`config.mk`:
```
export PLATFORM = sky130hd
export DESIGN_NAME = mcu_instruction_execute_datapath
export DESIGN_NICKNAME = d
export VERILOG_FILES = /design/src/hdl/exec_pkg.sv /design/src/hdl/mcu_instruction_execute_datapath.sv
export SDC_FILE = /design/constraint.sdc
export NUM_CORES = 1
export LEC_CHECK = 0
export ABC_AREA = 1
export BUFFER_PORTS_ARGS = -buffer_cell sky130_fd_sc_hd__buf_2
export CORE_ASPECT_RATIO = 1.25
export CORE_MARGIN = 1.5
export CORE_UTILIZATION = 30
export DETAILED_ROUTE_END_ITERATION = 8
export HOLD_SLACK_MARGIN = 0.02
export PLACE_DENSITY = 0.45
export SLEW_MARGIN = 20
export SYNTH_ARGS = -nofsm -noshare
export SYNTH_HDL_FRONTEND = slang
export SYNTH_SLANG_ARGS = --single-unit
```
`constraint.sdc`:
```
create_clock -name sys_clk -period 3.5 [get_ports sys_clk]
set_input_delay 0.525 -clock sys_clk [delete_from_list [all_inputs] [get_ports sys_clk]]
set_output_delay 0.525 -clock sys_clk [all_outputs]
set_load 0.03 [all_outputs]
```
`src/hdl/exec_pkg.sv`:
```
// Package: opcodes, flag layout and width and value constants for the execute datapath
`default_nettype none
package exec_pkg;
   localparam int DATA_W = 8;
   localparam int PC_W = 11;
   localparam logic [7:0] BYTE_ZERO = 8'h00;
   localparam logic [7:0] BYTE_ONE = 8'h01;
   localparam logic [3:0] NIB_LIMIT = 4'h9;
   localparam logic [7:0] ADJ_LOW = 8'h06;
   localparam logic [7:0] ADJ_HIGH = 8'h60;
   localparam logic [PC_W-1:0] PC_STEP = 11'h001;
   localparam logic [PC_W-1:0] PC_RESET = 11'h000;
   localparam int MSB = 7;

   typedef enum logic [4:0] {
      idle_op,
      complement_to_w_op,
      decimal_adjust_op,
      add_one_op,
      add_one_to_w_op,
      subtract_one_op,
      subtract_one_to_w_op,
      power_down_op,
      jump_op,
      transfer_mem_to_w_op,
      transfer_w_to_mem_op,
      transfer_imm_to_w_op,
      or_mem_to_w_op,
      or_imm_to_w_op,
      or_to_memory_op,
      subroutine_exit_op,
      subroutine_exit_imm_op,
      interrupt_exit_op,
      rotate_left_op,
      rotate_left_to_w_op,
      rotate_left_carry_op,
      rotate_left_carry_to_w_op,
      rotate_right_op,
      rotate_right_to_w_op,
      rotate_right_carry_op,
      rotate_right_carry_to_w_op,
      subtract_borrow_op,
      subtract_borrow_to_mem_op,
      decrement_skip_zero_op
   } op_t;

   typedef struct packed {
      logic overflow_flag;
      logic zero_flag;
      logic aux_carry_flag;
      logic carry_flag;
   } flags_t;

   typedef struct packed {
      op_t op;
      logic [DATA_W-1:0] mem_data;
      logic [DATA_W-1:0] imm;
      logic [PC_W-1:0] addr;
   } instr_t;

   localparam flags_t FLAGS_RESET = '{overflow_flag: 1'b0, zero_flag: 1'b0, aux_carry_flag: 1'b0, carry_flag: 1'b0};
endpackage
`default_nettype wire

```
`src/hdl/mcu_instruction_execute_datapath.sv`:
```
// Execute datapath: one instruction per cycle, with dummy cycles for branches
// -----------------------------------------------------------------------------
// Notes on behaviour
// - Complement byte into working register, zero flag
// - Low nibble over nine or aux: add six
// - High nibble over nine or carry: add six
// - Decimal adjust changes carry only
// - In-place add/subtract one, zero flag only
// - Working-register add/subtract one keeps byte
// - Power-down halts, clears watchdog, sets power-down flag, clears timeout flag
// - Jump loads address, two cycles
// - Transfers change no flag
// - Idle only advances program counter
// - OR into register or byte, zero flag
// - Subroutine exit pops program counter
// - Exit with immediate also loads register
// - Interrupt exit pops and enables interrupts
// - Pending interrupt serviced before main program
// - Rotate left: bit seven into bit zero
// - Rotate left through carry, carry only
// - Rotate right: bit zero into bit seven
// - Rotate right through carry, carry only
// - Register rotates leave source byte unchanged
// - Subtract with borrow updates four flags
// - Carry is inverted borrow
// - Decrement skip zero: two cycles on zero
// -----------------------------------------------------------------------------
`default_nettype none
module mcu_instruction_execute_datapath
   import exec_pkg::*;
#(
   parameter int DW = DATA_W
)
(
   input wire logic sys_clk,
   input wire logic nrst,
   input wire logic instr_valid,
   input wire instr_t instr,
   input wire logic [PC_W-1:0] stack_top,
   input wire logic irq_pending,
   input wire logic wake,
   output logic [DW-1:0] working_register,
   output logic [DW-1:0] mem_wdata,
   output logic mem_we,
   output flags_t flags,
   output logic [PC_W-1:0] pc,
   output logic stack_pop,
   output logic master_interrupt_enable,
   output logic power_down_flag,
   output logic watchdog_timeout_flag,
   output logic watchdog_clear,
   output logic sys_clk_gate_off,
   output logic dummy_cycle,
   output logic irq_vector_take
);

   // ---------------------------------------------------------------------------
   // Helpers
   // ---------------------------------------------------------------------------
   function automatic logic is_zero(input logic [DW-1:0] v);
      return v == BYTE_ZERO;
   endfunction

   // ---------------------------------------------------------------------------
   // State
   // ---------------------------------------------------------------------------
   logic [DW-1:0] w_r, w_nxt;
   logic [DW-1:0] wd_r, wd_nxt;
   logic we_r, we_nxt;
   flags_t fl_r, fl_nxt;
   logic [PC_W-1:0] pc_r, pc_nxt;
   logic pop_r, pop_nxt;
   logic emi_r, emi_nxt;
   logic pdf_r, pdf_nxt;
   logic to_r, to_nxt;
   logic wdc_r, wdc_nxt;
   logic halt_r, halt_nxt;
   logic dummy_r, dummy_nxt;
   logic irq_r, irq_nxt;

   // ---------------------------------------------------------------------------
   // Next-state computation
   // ---------------------------------------------------------------------------
   always_comb
   begin
      logic [DW-1:0] m;
      logic [DW-1:0] res;
      logic [DW-1:0] adj;
      logic [DW:0] sum;
      logic [4:0] lo;
      logic [DW:0] sdiff;
      logic bin;
      m = instr.mem_data;
      res = BYTE_ZERO;
      adj = BYTE_ZERO;
      sum = '0;
      lo = '0;
      sdiff = '0;
      bin = 1'b0;
      w_nxt = w_r;
      wd_nxt = wd_r;
      we_nxt = 1'b0;
      fl_nxt = fl_r;
      pc_nxt = pc_r;
      pop_nxt = 1'b0;
      emi_nxt = emi_r;
      pdf_nxt = pdf_r;
      to_nxt = to_r;
      wdc_nxt = 1'b0;
      halt_nxt = halt_r;
      dummy_nxt = 1'b0;
      irq_nxt = 1'b0;
      if (halt_r)
      begin
         // Registers hold while the core clock is gated; only wake resumes
         if (wake)
            halt_nxt = 1'b0;
      end
      else if (dummy_r)
      begin
         // Dummy cycle: fetch slot of the branch, nothing executes
         dummy_nxt = 1'b0;
      end
      else if (instr_valid)
      begin
         pc_nxt = pc_r + PC_STEP;
         unique case (instr.op)
            idle_op:
            begin
               // Nothing besides the program counter step
            end
            complement_to_w_op:
            begin
               res = ~m;
               w_nxt = res;
               fl_nxt.zero_flag = is_zero(res);
            end
            decimal_adjust_op:
            begin
               if (w_r[3:0] > NIB_LIMIT || fl_r.aux_carry_flag)
                  adj = adj | ADJ_LOW;
               if (w_r[7:4] > NIB_LIMIT || fl_r.carry_flag)
                  adj = adj | ADJ_HIGH;
               sum = {1'b0, w_r} + {1'b0, adj};
               wd_nxt = sum[DW-1:0];
               we_nxt = 1'b1;
               // Carry is only ever set here, so a chained decimal add keeps it
               fl_nxt.carry_flag = fl_r.carry_flag | sum[DW] | adj[4];
            end
            add_one_op, subtract_one_op:
            begin
               res = (instr.op == add_one_op) ? m + BYTE_ONE : m - BYTE_ONE;
               wd_nxt = res;
               we_nxt = 1'b1;
               fl_nxt.zero_flag = is_zero(res);
            end
            add_one_to_w_op, subtract_one_to_w_op:
            begin
               res = (instr.op == add_one_to_w_op) ? m + BYTE_ONE : m - BYTE_ONE;
               w_nxt = res;
               fl_nxt.zero_flag = is_zero(res);
            end
            power_down_op:
            begin
               halt_nxt = 1'b1;
               wdc_nxt = 1'b1;
               pdf_nxt = 1'b1;
               to_nxt = 1'b0;
            end
            jump_op:
            begin
               pc_nxt = instr.addr;
               dummy_nxt = 1'b1;
            end
            transfer_mem_to_w_op:
               w_nxt = m;
            transfer_imm_to_w_op:
               w_nxt = instr.imm;
            transfer_w_to_mem_op:
            begin
               wd_nxt = w_r;
               we_nxt = 1'b1;
            end
            or_mem_to_w_op, or_imm_to_w_op, or_to_memory_op:
            begin
               res = w_r | ((instr.op == or_imm_to_w_op) ? instr.imm : m);
               if (instr.op == or_to_memory_op)
               begin
                  wd_nxt = res;
                  we_nxt = 1'b1;
               end
               else
                  w_nxt = res;
               fl_nxt.zero_flag = is_zero(res);
            end
            subroutine_exit_op, subroutine_exit_imm_op, interrupt_exit_op:
            begin
               pc_nxt = stack_top;
               pop_nxt = 1'b1;
               dummy_nxt = 1'b1;
               if (instr.op == subroutine_exit_imm_op)
                  w_nxt = instr.imm;
               if (instr.op == interrupt_exit_op)
               begin
                  emi_nxt = 1'b1;
                  // Pending request goes to its vector before the main program resumes
                  irq_nxt = irq_pending;
               end
            end
            rotate_left_op, rotate_left_to_w_op:
            begin
               res = {m[DW-2:0], m[MSB]};
               if (instr.op == rotate_left_to_w_op)
                  w_nxt = res;
               else
               begin
                  wd_nxt = res;
                  we_nxt = 1'b1;
               end
            end
            rotate_left_carry_op, rotate_left_carry_to_w_op:
            begin
               res = {m[DW-2:0], fl_r.carry_flag};
               fl_nxt.carry_flag = m[MSB];
               if (instr.op == rotate_left_carry_to_w_op)
                  w_nxt = res;
               else
               begin
                  wd_nxt = res;
                  we_nxt = 1'b1;
               end
            end
            rotate_right_op, rotate_right_to_w_op:
            begin
               res = {m[0], m[DW-1:1]};
               if (instr.op == rotate_right_to_w_op)
                  w_nxt = res;
               else
               begin
                  wd_nxt = res;
                  we_nxt = 1'b1;
               end
            end
            rotate_right_carry_op, rotate_right_carry_to_w_op:
            begin
               res = {fl_r.carry_flag, m[DW-1:1]};
               fl_nxt.carry_flag = m[0];
               if (instr.op == rotate_right_carry_to_w_op)
                  w_nxt = res;
               else
               begin
                  wd_nxt = res;
                  we_nxt = 1'b1;
               end
            end
            subtract_borrow_op, subtract_borrow_to_mem_op:
            begin
               bin = ~fl_r.carry_flag;
               sdiff = {1'b0, w_r} - {1'b0, m} - {{DW{1'b0}}, bin};
               lo = {1'b0, w_r[3:0]} - {1'b0, m[3:0]} - {4'h0, bin};
               res = sdiff[DW-1:0];
               fl_nxt.carry_flag = ~sdiff[DW];
               fl_nxt.aux_carry_flag = ~lo[4];
               fl_nxt.overflow_flag = (w_r[MSB] ^ m[MSB]) & (w_r[MSB] ^ res[MSB]);
               fl_nxt.zero_flag = is_zero(res);
               if (instr.op == subtract_borrow_to_mem_op)
               begin
                  wd_nxt = res;
                  we_nxt = 1'b1;
               end
               else
                  w_nxt = res;
            end
            decrement_skip_zero_op:
            begin
               res = m - BYTE_ONE;
               wd_nxt = res;
               we_nxt = 1'b1;
               dummy_nxt = is_zero(res);
            end
         endcase
      end
   end

   // ---------------------------------------------------------------------------
   // Registers
   // ---------------------------------------------------------------------------
   // All results land in one edge so the next instruction sees them
   always_ff @(posedge sys_clk)
   begin
      if (!nrst)
      begin
         w_r <= BYTE_ZERO;
         wd_r <= BYTE_ZERO;
         we_r <= 1'b0;
         fl_r <= FLAGS_RESET;
         pc_r <= PC_RESET;
         pop_r <= 1'b0;
         emi_r <= 1'b0;
         pdf_r <= 1'b0;
         to_r <= 1'b0;
         wdc_r <= 1'b0;
         halt_r <= 1'b0;
         dummy_r <= 1'b0;
         irq_r <= 1'b0;
      end
      else
      begin
         w_r <= w_nxt;
         wd_r <= wd_nxt;
         we_r <= we_nxt;
         fl_r <= fl_nxt;
         pc_r <= pc_nxt;
         pop_r <= pop_nxt;
         emi_r <= emi_nxt;
         pdf_r <= pdf_nxt;
         to_r <= to_nxt;
         wdc_r <= wdc_nxt;
         halt_r <= halt_nxt;
         dummy_r <= dummy_nxt;
         irq_r <= irq_nxt;
      end
   end

   assign working_register = w_r;
   assign mem_wdata = wd_r;
   assign mem_we = we_r;
   assign flags = fl_r;
   assign pc = pc_r;
   assign stack_pop = pop_r;
   assign master_interrupt_enable = emi_r;
   assign power_down_flag = pdf_r;
   assign watchdog_timeout_flag = to_r;
   assign watchdog_clear = wdc_r;
   assign sys_clk_gate_off = halt_r;
   assign dummy_cycle = dummy_r;
   assign irq_vector_take = irq_r;

endmodule
`default_nettype wire
```
Word level (Yosys, flattened, before mapping). Cells that the tools add are included.

Logic and storage cells: 157. Input bits: 48. Register bits after elaboration: 39.

Add/subtract/negate cells: 8. Reductions and logical operators: 34. Mux-type cells: 41. Eq/ne operators: 41. $lt $le $gt $ge: 2. Bitwise logic cells: 16.

Operators by type and width (number): 2-to-1 mux 8 bit (20); one-hot mux 8 bit (11 select lines) (1); one-hot mux 8 bit (10 select lines) (1); equality test 5 bit (second input constant) (13); zero test 8 bit (6); equality test 5 x 4 -> 1 bit (second input constant) (8); != test 2 bit (second input constant) (13); one-hot mux 11 bit (2 select lines) (1); equality test 5 x 3 -> 1 bit (second input constant) (4); AND reduction 4 bit (4); OR reduction 2 bit (8); 2-to-1 mux 1 bit (12); adder 11 x 1 -> 11 bit (second input constant) (1); AND reduction 11 bit (1); nonzero test 11 bit (1); equality test 5 x 2 -> 1 bit (second input constant) (2); AND reduction 10 bit (1); nonzero test 10 bit (1); adder 8 x 8 -> 9 bit (1); inverter 1 bit (9); subtractor 8 x 8 -> 9 bit (1); subtractor 9 x 1 -> 9 bit (1); adder 8 x 1 -> 8 bit (second input constant) (1); > comparator 4 bit (second input constant) (2); 24 further kinds (29).

Logic depth before layout (Yosys ltp).
Word-level depth: 12. Depth in mapped cells: 17. Gate-level depth less buffers: 17.

Worst setup path after synthesis. Ideal clock, no wire load.

Path type: register to register. Start point: reg fl_r, in the netlist flags[0]. End point: reg wd_r[5], in the netlist mem_wdata[5]. Path buffers: 0. Data required time: 3.430 ns. Cell stages (with the launch flop): 16. Path slack: 1.199 ns. Setup time: 0.070 ns. Arrival time: 2.230 ns. Clock period less this slack: 2.301 ns. Cell sequence: dfxtp_1 > inv_1 > fa_1 > inv_1 > ha_1 > nor2_1 > nor2_1 > nor2_1 > nor2_1 > o21ai_0 > nand3_1 > nand3_1 > inv_1 > nand3_1 > nand2_1 > a21oi_1.

Word-level cells in the longest chain between the ends: 8. Elaborated cells on any way between the ends: 11. Those cells by class: 2 x add/sub; 7 x mux; 1 x bitwise; 1 x reduce/logical.

Ends and longest elaborated chain: start, declared (RTL line mcu_instruction_execute_datapath.sv:70) `flags_t fl_r, fl_nxt;`; start signal, assigned (RTL line mcu_instruction_execute_datapath.sv:312) `fl_r <= fl_nxt;`; logical OR 1 bit (RTL line mcu_instruction_execute_datapath.sv:142) `if (w_r[7:4] > NIB_LIMIT || fl_r.carry_flag)`; 2-to-1 mux 7 bit (RTL line mcu_instruction_execute_datapath.sv:142); 2-to-1 mux 8 bit (RTL line mcu_instruction_execute_datapath.sv:127) `unique case (instr.op)`; 2-to-1 mux 8 bit (RTL line mcu_instruction_execute_datapath.sv:124) `else if (instr_valid)`; 2-to-1 mux 8 bit (RTL line mcu_instruction_execute_datapath.sv:119) `else if (dummy_r)`; 2-to-1 mux 8 bit (RTL line mcu_instruction_execute_datapath.sv:113) `if (halt_r)`; adder 8 x 8 -> 9 bit (RTL line mcu_instruction_execute_datapath.sv:144) `sum = {1'b0, w_r} + {1'b0, adj};`; one-hot mux 8 bit (10 select lines) (*) (RTL line mcu_instruction_execute_datapath.sv:127); end signal, assigned (RTL line mcu_instruction_execute_datapath.sv:310) `wd_r <= wd_nxt;`; end, declared (RTL line mcu_instruction_execute_datapath.sv:68) `logic [DW-1:0] wd_r, wd_nxt;`.

Every way passes the cells marked *; elsewhere a longest branch is shown, timed or not. The select of a mux whose other input is x is not followed. A chain may end at the register's enable or synchronous reset.

Final worst setup path.
Start point: reg fl_r, in the netlist flags[0]. End point: reg w_r[7], in the netlist working_register[7].

Word-level cells in the longest chain between the ends: 4. Elaborated cells on any way between the ends: 5. Those cells by class: 1 x add/sub; 3 x mux; 1 x bitwise.

Ends and longest elaborated chain: inverter 1 bit (RTL line mcu_instruction_execute_datapath.sv:258) `bin = ~fl_r.carry_flag;`; subtractor 9 x 1 -> 9 bit (RTL line mcu_instruction_execute_datapath.sv:259) `sdiff = {1'b0, w_r} - {1'b0, m} - {{DW{1'b0}}, bin};`; 2-to-1 mux 8 bit (RTL line mcu_instruction_execute_datapath.sv:266) `if (instr.op == subtract_borrow_to_mem_op)`; one-hot mux 8 bit (11 select lines) (*) (RTL line mcu_instruction_execute_datapath.sv:127); end signal, assigned (RTL line mcu_instruction_execute_datapath.sv:309) `w_r <= w_nxt;`; end, declared (RTL line mcu_instruction_execute_datapath.sv:67) `logic [DW-1:0] w_r, w_nxt;`.

Marks and branches as above.

==> out/metrics.yaml <==
remaining_drc_errors: 0
cts_buffers: 5
ys.flop_type: "dfxtp_1"
insertion_delay_ns: 0.28
met1_usage_pct: 28.3
num_io_pins: 88
power.leakage_nw: 2.66
cts_max_level: 2
max_freq_mhz: 373
drive_gt1_share_pct: 16.0
drt_wl_total_um: 19200
hold_viol: 0
ant_nets: 0
grt_first_pass_wirelength_um: 29100
netlist_area_um2: 4350
syn_to_final_growth_pct: 17.3
finalCritPeriodShare_pct: 76.6
cp-end-kind: "register"
p_clk_share_pct: 28.2
nNetsFinal: 916
gr-usage-met2_pct: 44.7
busiest_layer: "met2"
netlist_top_cells_area: "dfxtp_1, nand2_1, inv_1"
via_count: 5536
finalSetupViolCount: 0
grtUsageTotal_pct: 24.8
drt-vias-per-instance: 5.42
ys_warn_count: 0
synth_xor_area_share_pct: 1.61
synthMuxAreaShare_pct: 0
die-width_um: 111
setup_ws_ns: 0.818
status: "finished, final reports clean"
cts_tree: "built"
core.rowCount: 49
root_buffer: "clkbuf_16"
switchingPower_mw: 0.692
r2r_start: "flags[0]"
switching_share_pct: 42.5
drt-initial-drc-count: 424
yosys.area.top_type: "dfxtp_1"
period_minus_slack_ns: 2.68
ys_async_sr_fraction_pct: 0
holdCritStartpoint: "master_interrupt_enable"
post_cts_buffers: 0
p_per_area_nw_per_um2: 319
die_area_um2: 15200
synth_top_family_by_area: "simple AND/OR/NAND/NOR gates"
rsz0062_at_grt: "false"
synth-seq-cells: 39
post_cts_resized: 0
grt_overflow: 0
cp_max_fo: 5
die_h_um: 138
first_pass_iters: 5
port_buffers: 86
hold_path_class: "reg -> reg"
synth_common_cells: "nand2_1, inv_1, nor2_1"
worstSetupStartpoint: "flags[0]"
syn-num-nets: 833
netlist_instances: 760
drv_cap: 0
relSlewSlack_pct: 63.2
syn_area_per_cell_um2: 5.73
finClkSkew_ns: 0.00915
fin_cells: 1022
yosysTopAreaCellShare_pct: 17.9
power.total_mw: 1.63
n_antenna_cell: 0
max_slew.worst_pin.slew_ns: 0.548
core_area_um2: 14300
peakVddDrop_uv: 248
yosysMostFrequentCell: "nand2_1"
tns_ns: 0
synth-edff-count: 0
grt_pass1_vias: 5239
yosysSeqAreaShare_pct: 17.9
antenna_found_initial: 0
ys_types: 40
path_clk_slew_ns: 0.06
crit_path_start_kind: "register"
cts.sinks: 39
grt_util_met3_pct: 2.64
ctsLongestPathBuffers: 2
combPwrFrac_pct: 41.0
crit_type: "reg -> reg"
internal_power_mw: 0.936
routedWlPerCell_um: 18.8
pwr-share-seq_pct: 30.8
grt_max_degree: 24
dp.cells: 1014
hold_buffers: 0
finalWeightedCongestion: 0.950
synth_compound_area_share_pct: 19.8
nFillCells: 1661
slew_violations: 0
pre_cts_ws_ns: 0.658
initial_utilization_pct: 30.5
synth-simple-area-share_pct: 41.6
crit_arrival_ns: 2.83
hpwl_um: 15700
critical_path_required_ns: 3.65
synth_fa_ha_area_share_pct: 7.70
==> worst max-delay path, stage by stage, from the launching register on <==
cell,delay [ns]
dfxtp_1,0.31
inv_1,0.25
fa_1,0.51
inv_1,0.07
ha_1,0.14
nor2_1,0.05
o21ai_0,0.27
nand3_1,0.19
nand2_1,0.10
nand2_1,0.06
nand3_1,0.13
nand2_1,0.07
inv_1,0.08
nand3_1,0.10
nand2_1,0.14
a21oi_1,0.07
==> flip-flops by register name (all words and copies together) (netlist names) <==
signal and flops:
mem_wdata 8, sys_clk_gate_off 1, dummy_cycle 1, working_register 8, irq_vector_take 1, power_down_flag 1, master_interrupt_enable 1, mem_we 1
flags 4, stack_pop 1, pc 11, watchdog_clear 1
==> logic make-up after synthesis <==
kind of cell,Yosys count
AOI/OAI and AO/OA,151
xor gates and xnor gates,8
adders and majority gates,25
buffers and inverters,123
DFF,39
other,1
and+or+nand+nor,413
==> routing by layer <==
layer,wire [um],vias to the layer above
met4,1190,0
met5,0,-
met1,7580,2529
met3,1010,68
met2,9440,253
li1,-,2686
==> area by class of cell <==
cell class,instances,area (um^2),area share [%]
Multi-Input combinational cell,598,3080,60.4
Timing Repair Buffer,92,475,9.31
Inverter,107,402,7.87
Clock inverter,2,12.5,0.245
Tap cell,178,223,4.36
Clock buffer,6,129,2.52
Sequential cell,39,781,15.3
==> power groups by stage <==
stage	Clock [mW]	Sequential, mW	Combinational (mW)
finish	0.459	0.502	0.667
global route	0.486	0.505	0.741
CTS	0.470	0.501	0.662
detailed placement	0	0.511	0.659
global placement	0	0.511	0.664
floorplan	0	0.553	0.400
==> stage by stage <==
stage / hold slack (ns) / utilization (%) / cell area (um^2)
6_report: 0.450 / 35.7 / 5110
5_1_grt: 0.460 / 35.7 / 5110
4_1_cts: 0.452 / 35.7 / 5110
3_5_place_dp: 0.437 / 34.8 / 4960
3_3_place_gp: 0.431 / 34.8 / 4960
2_1_floorplan: 0.570 / - / 4350
==> layout by cell type (no fill, tap or decap), types with 3 or more instances in the layout <==
cell	netlist	routed
nand2_1	201	201
inv_1	95	95
buf_2	3	86
nor2_1	85	85
nand3_1	67	67
a21oi_1	58	58
o21ai_0	43	43
dfxtp_1	39	39
ha_1	22	22
nand4_1	19	19
o211ai_1	13	13
inv_2	12	12
nand2_2	12	12
nor3_1	9	9
o22ai_1	8	8
o21ai_1	6	6
buf_4	4	6
clkbuf_16	0	5
o21bai_1	4	4
xnor2_1	4	4
nand3_2	4	4
o31ai_1	4	4
a31oi_1	4	4
nand3b_1	4	4
xor2_1	4	4
a221oi_1	4	4
nor2_2	3	3
nor2_4	3	3
o221ai_1	3	3
nor4_1	3	3
fa_1	3	3
==> path summary, 6_finish.rpt <==
kind	to	cells after the start	slack (ns)
min reg2reg	master_interrupt_enable	2	0.45
min	master_interrupt_enable	2	0.45
max reg2reg	working_register[7]	15	0.82
max	working_register[7]	15	0.82
Note: power is estimated with default switching activity, not from simulation.
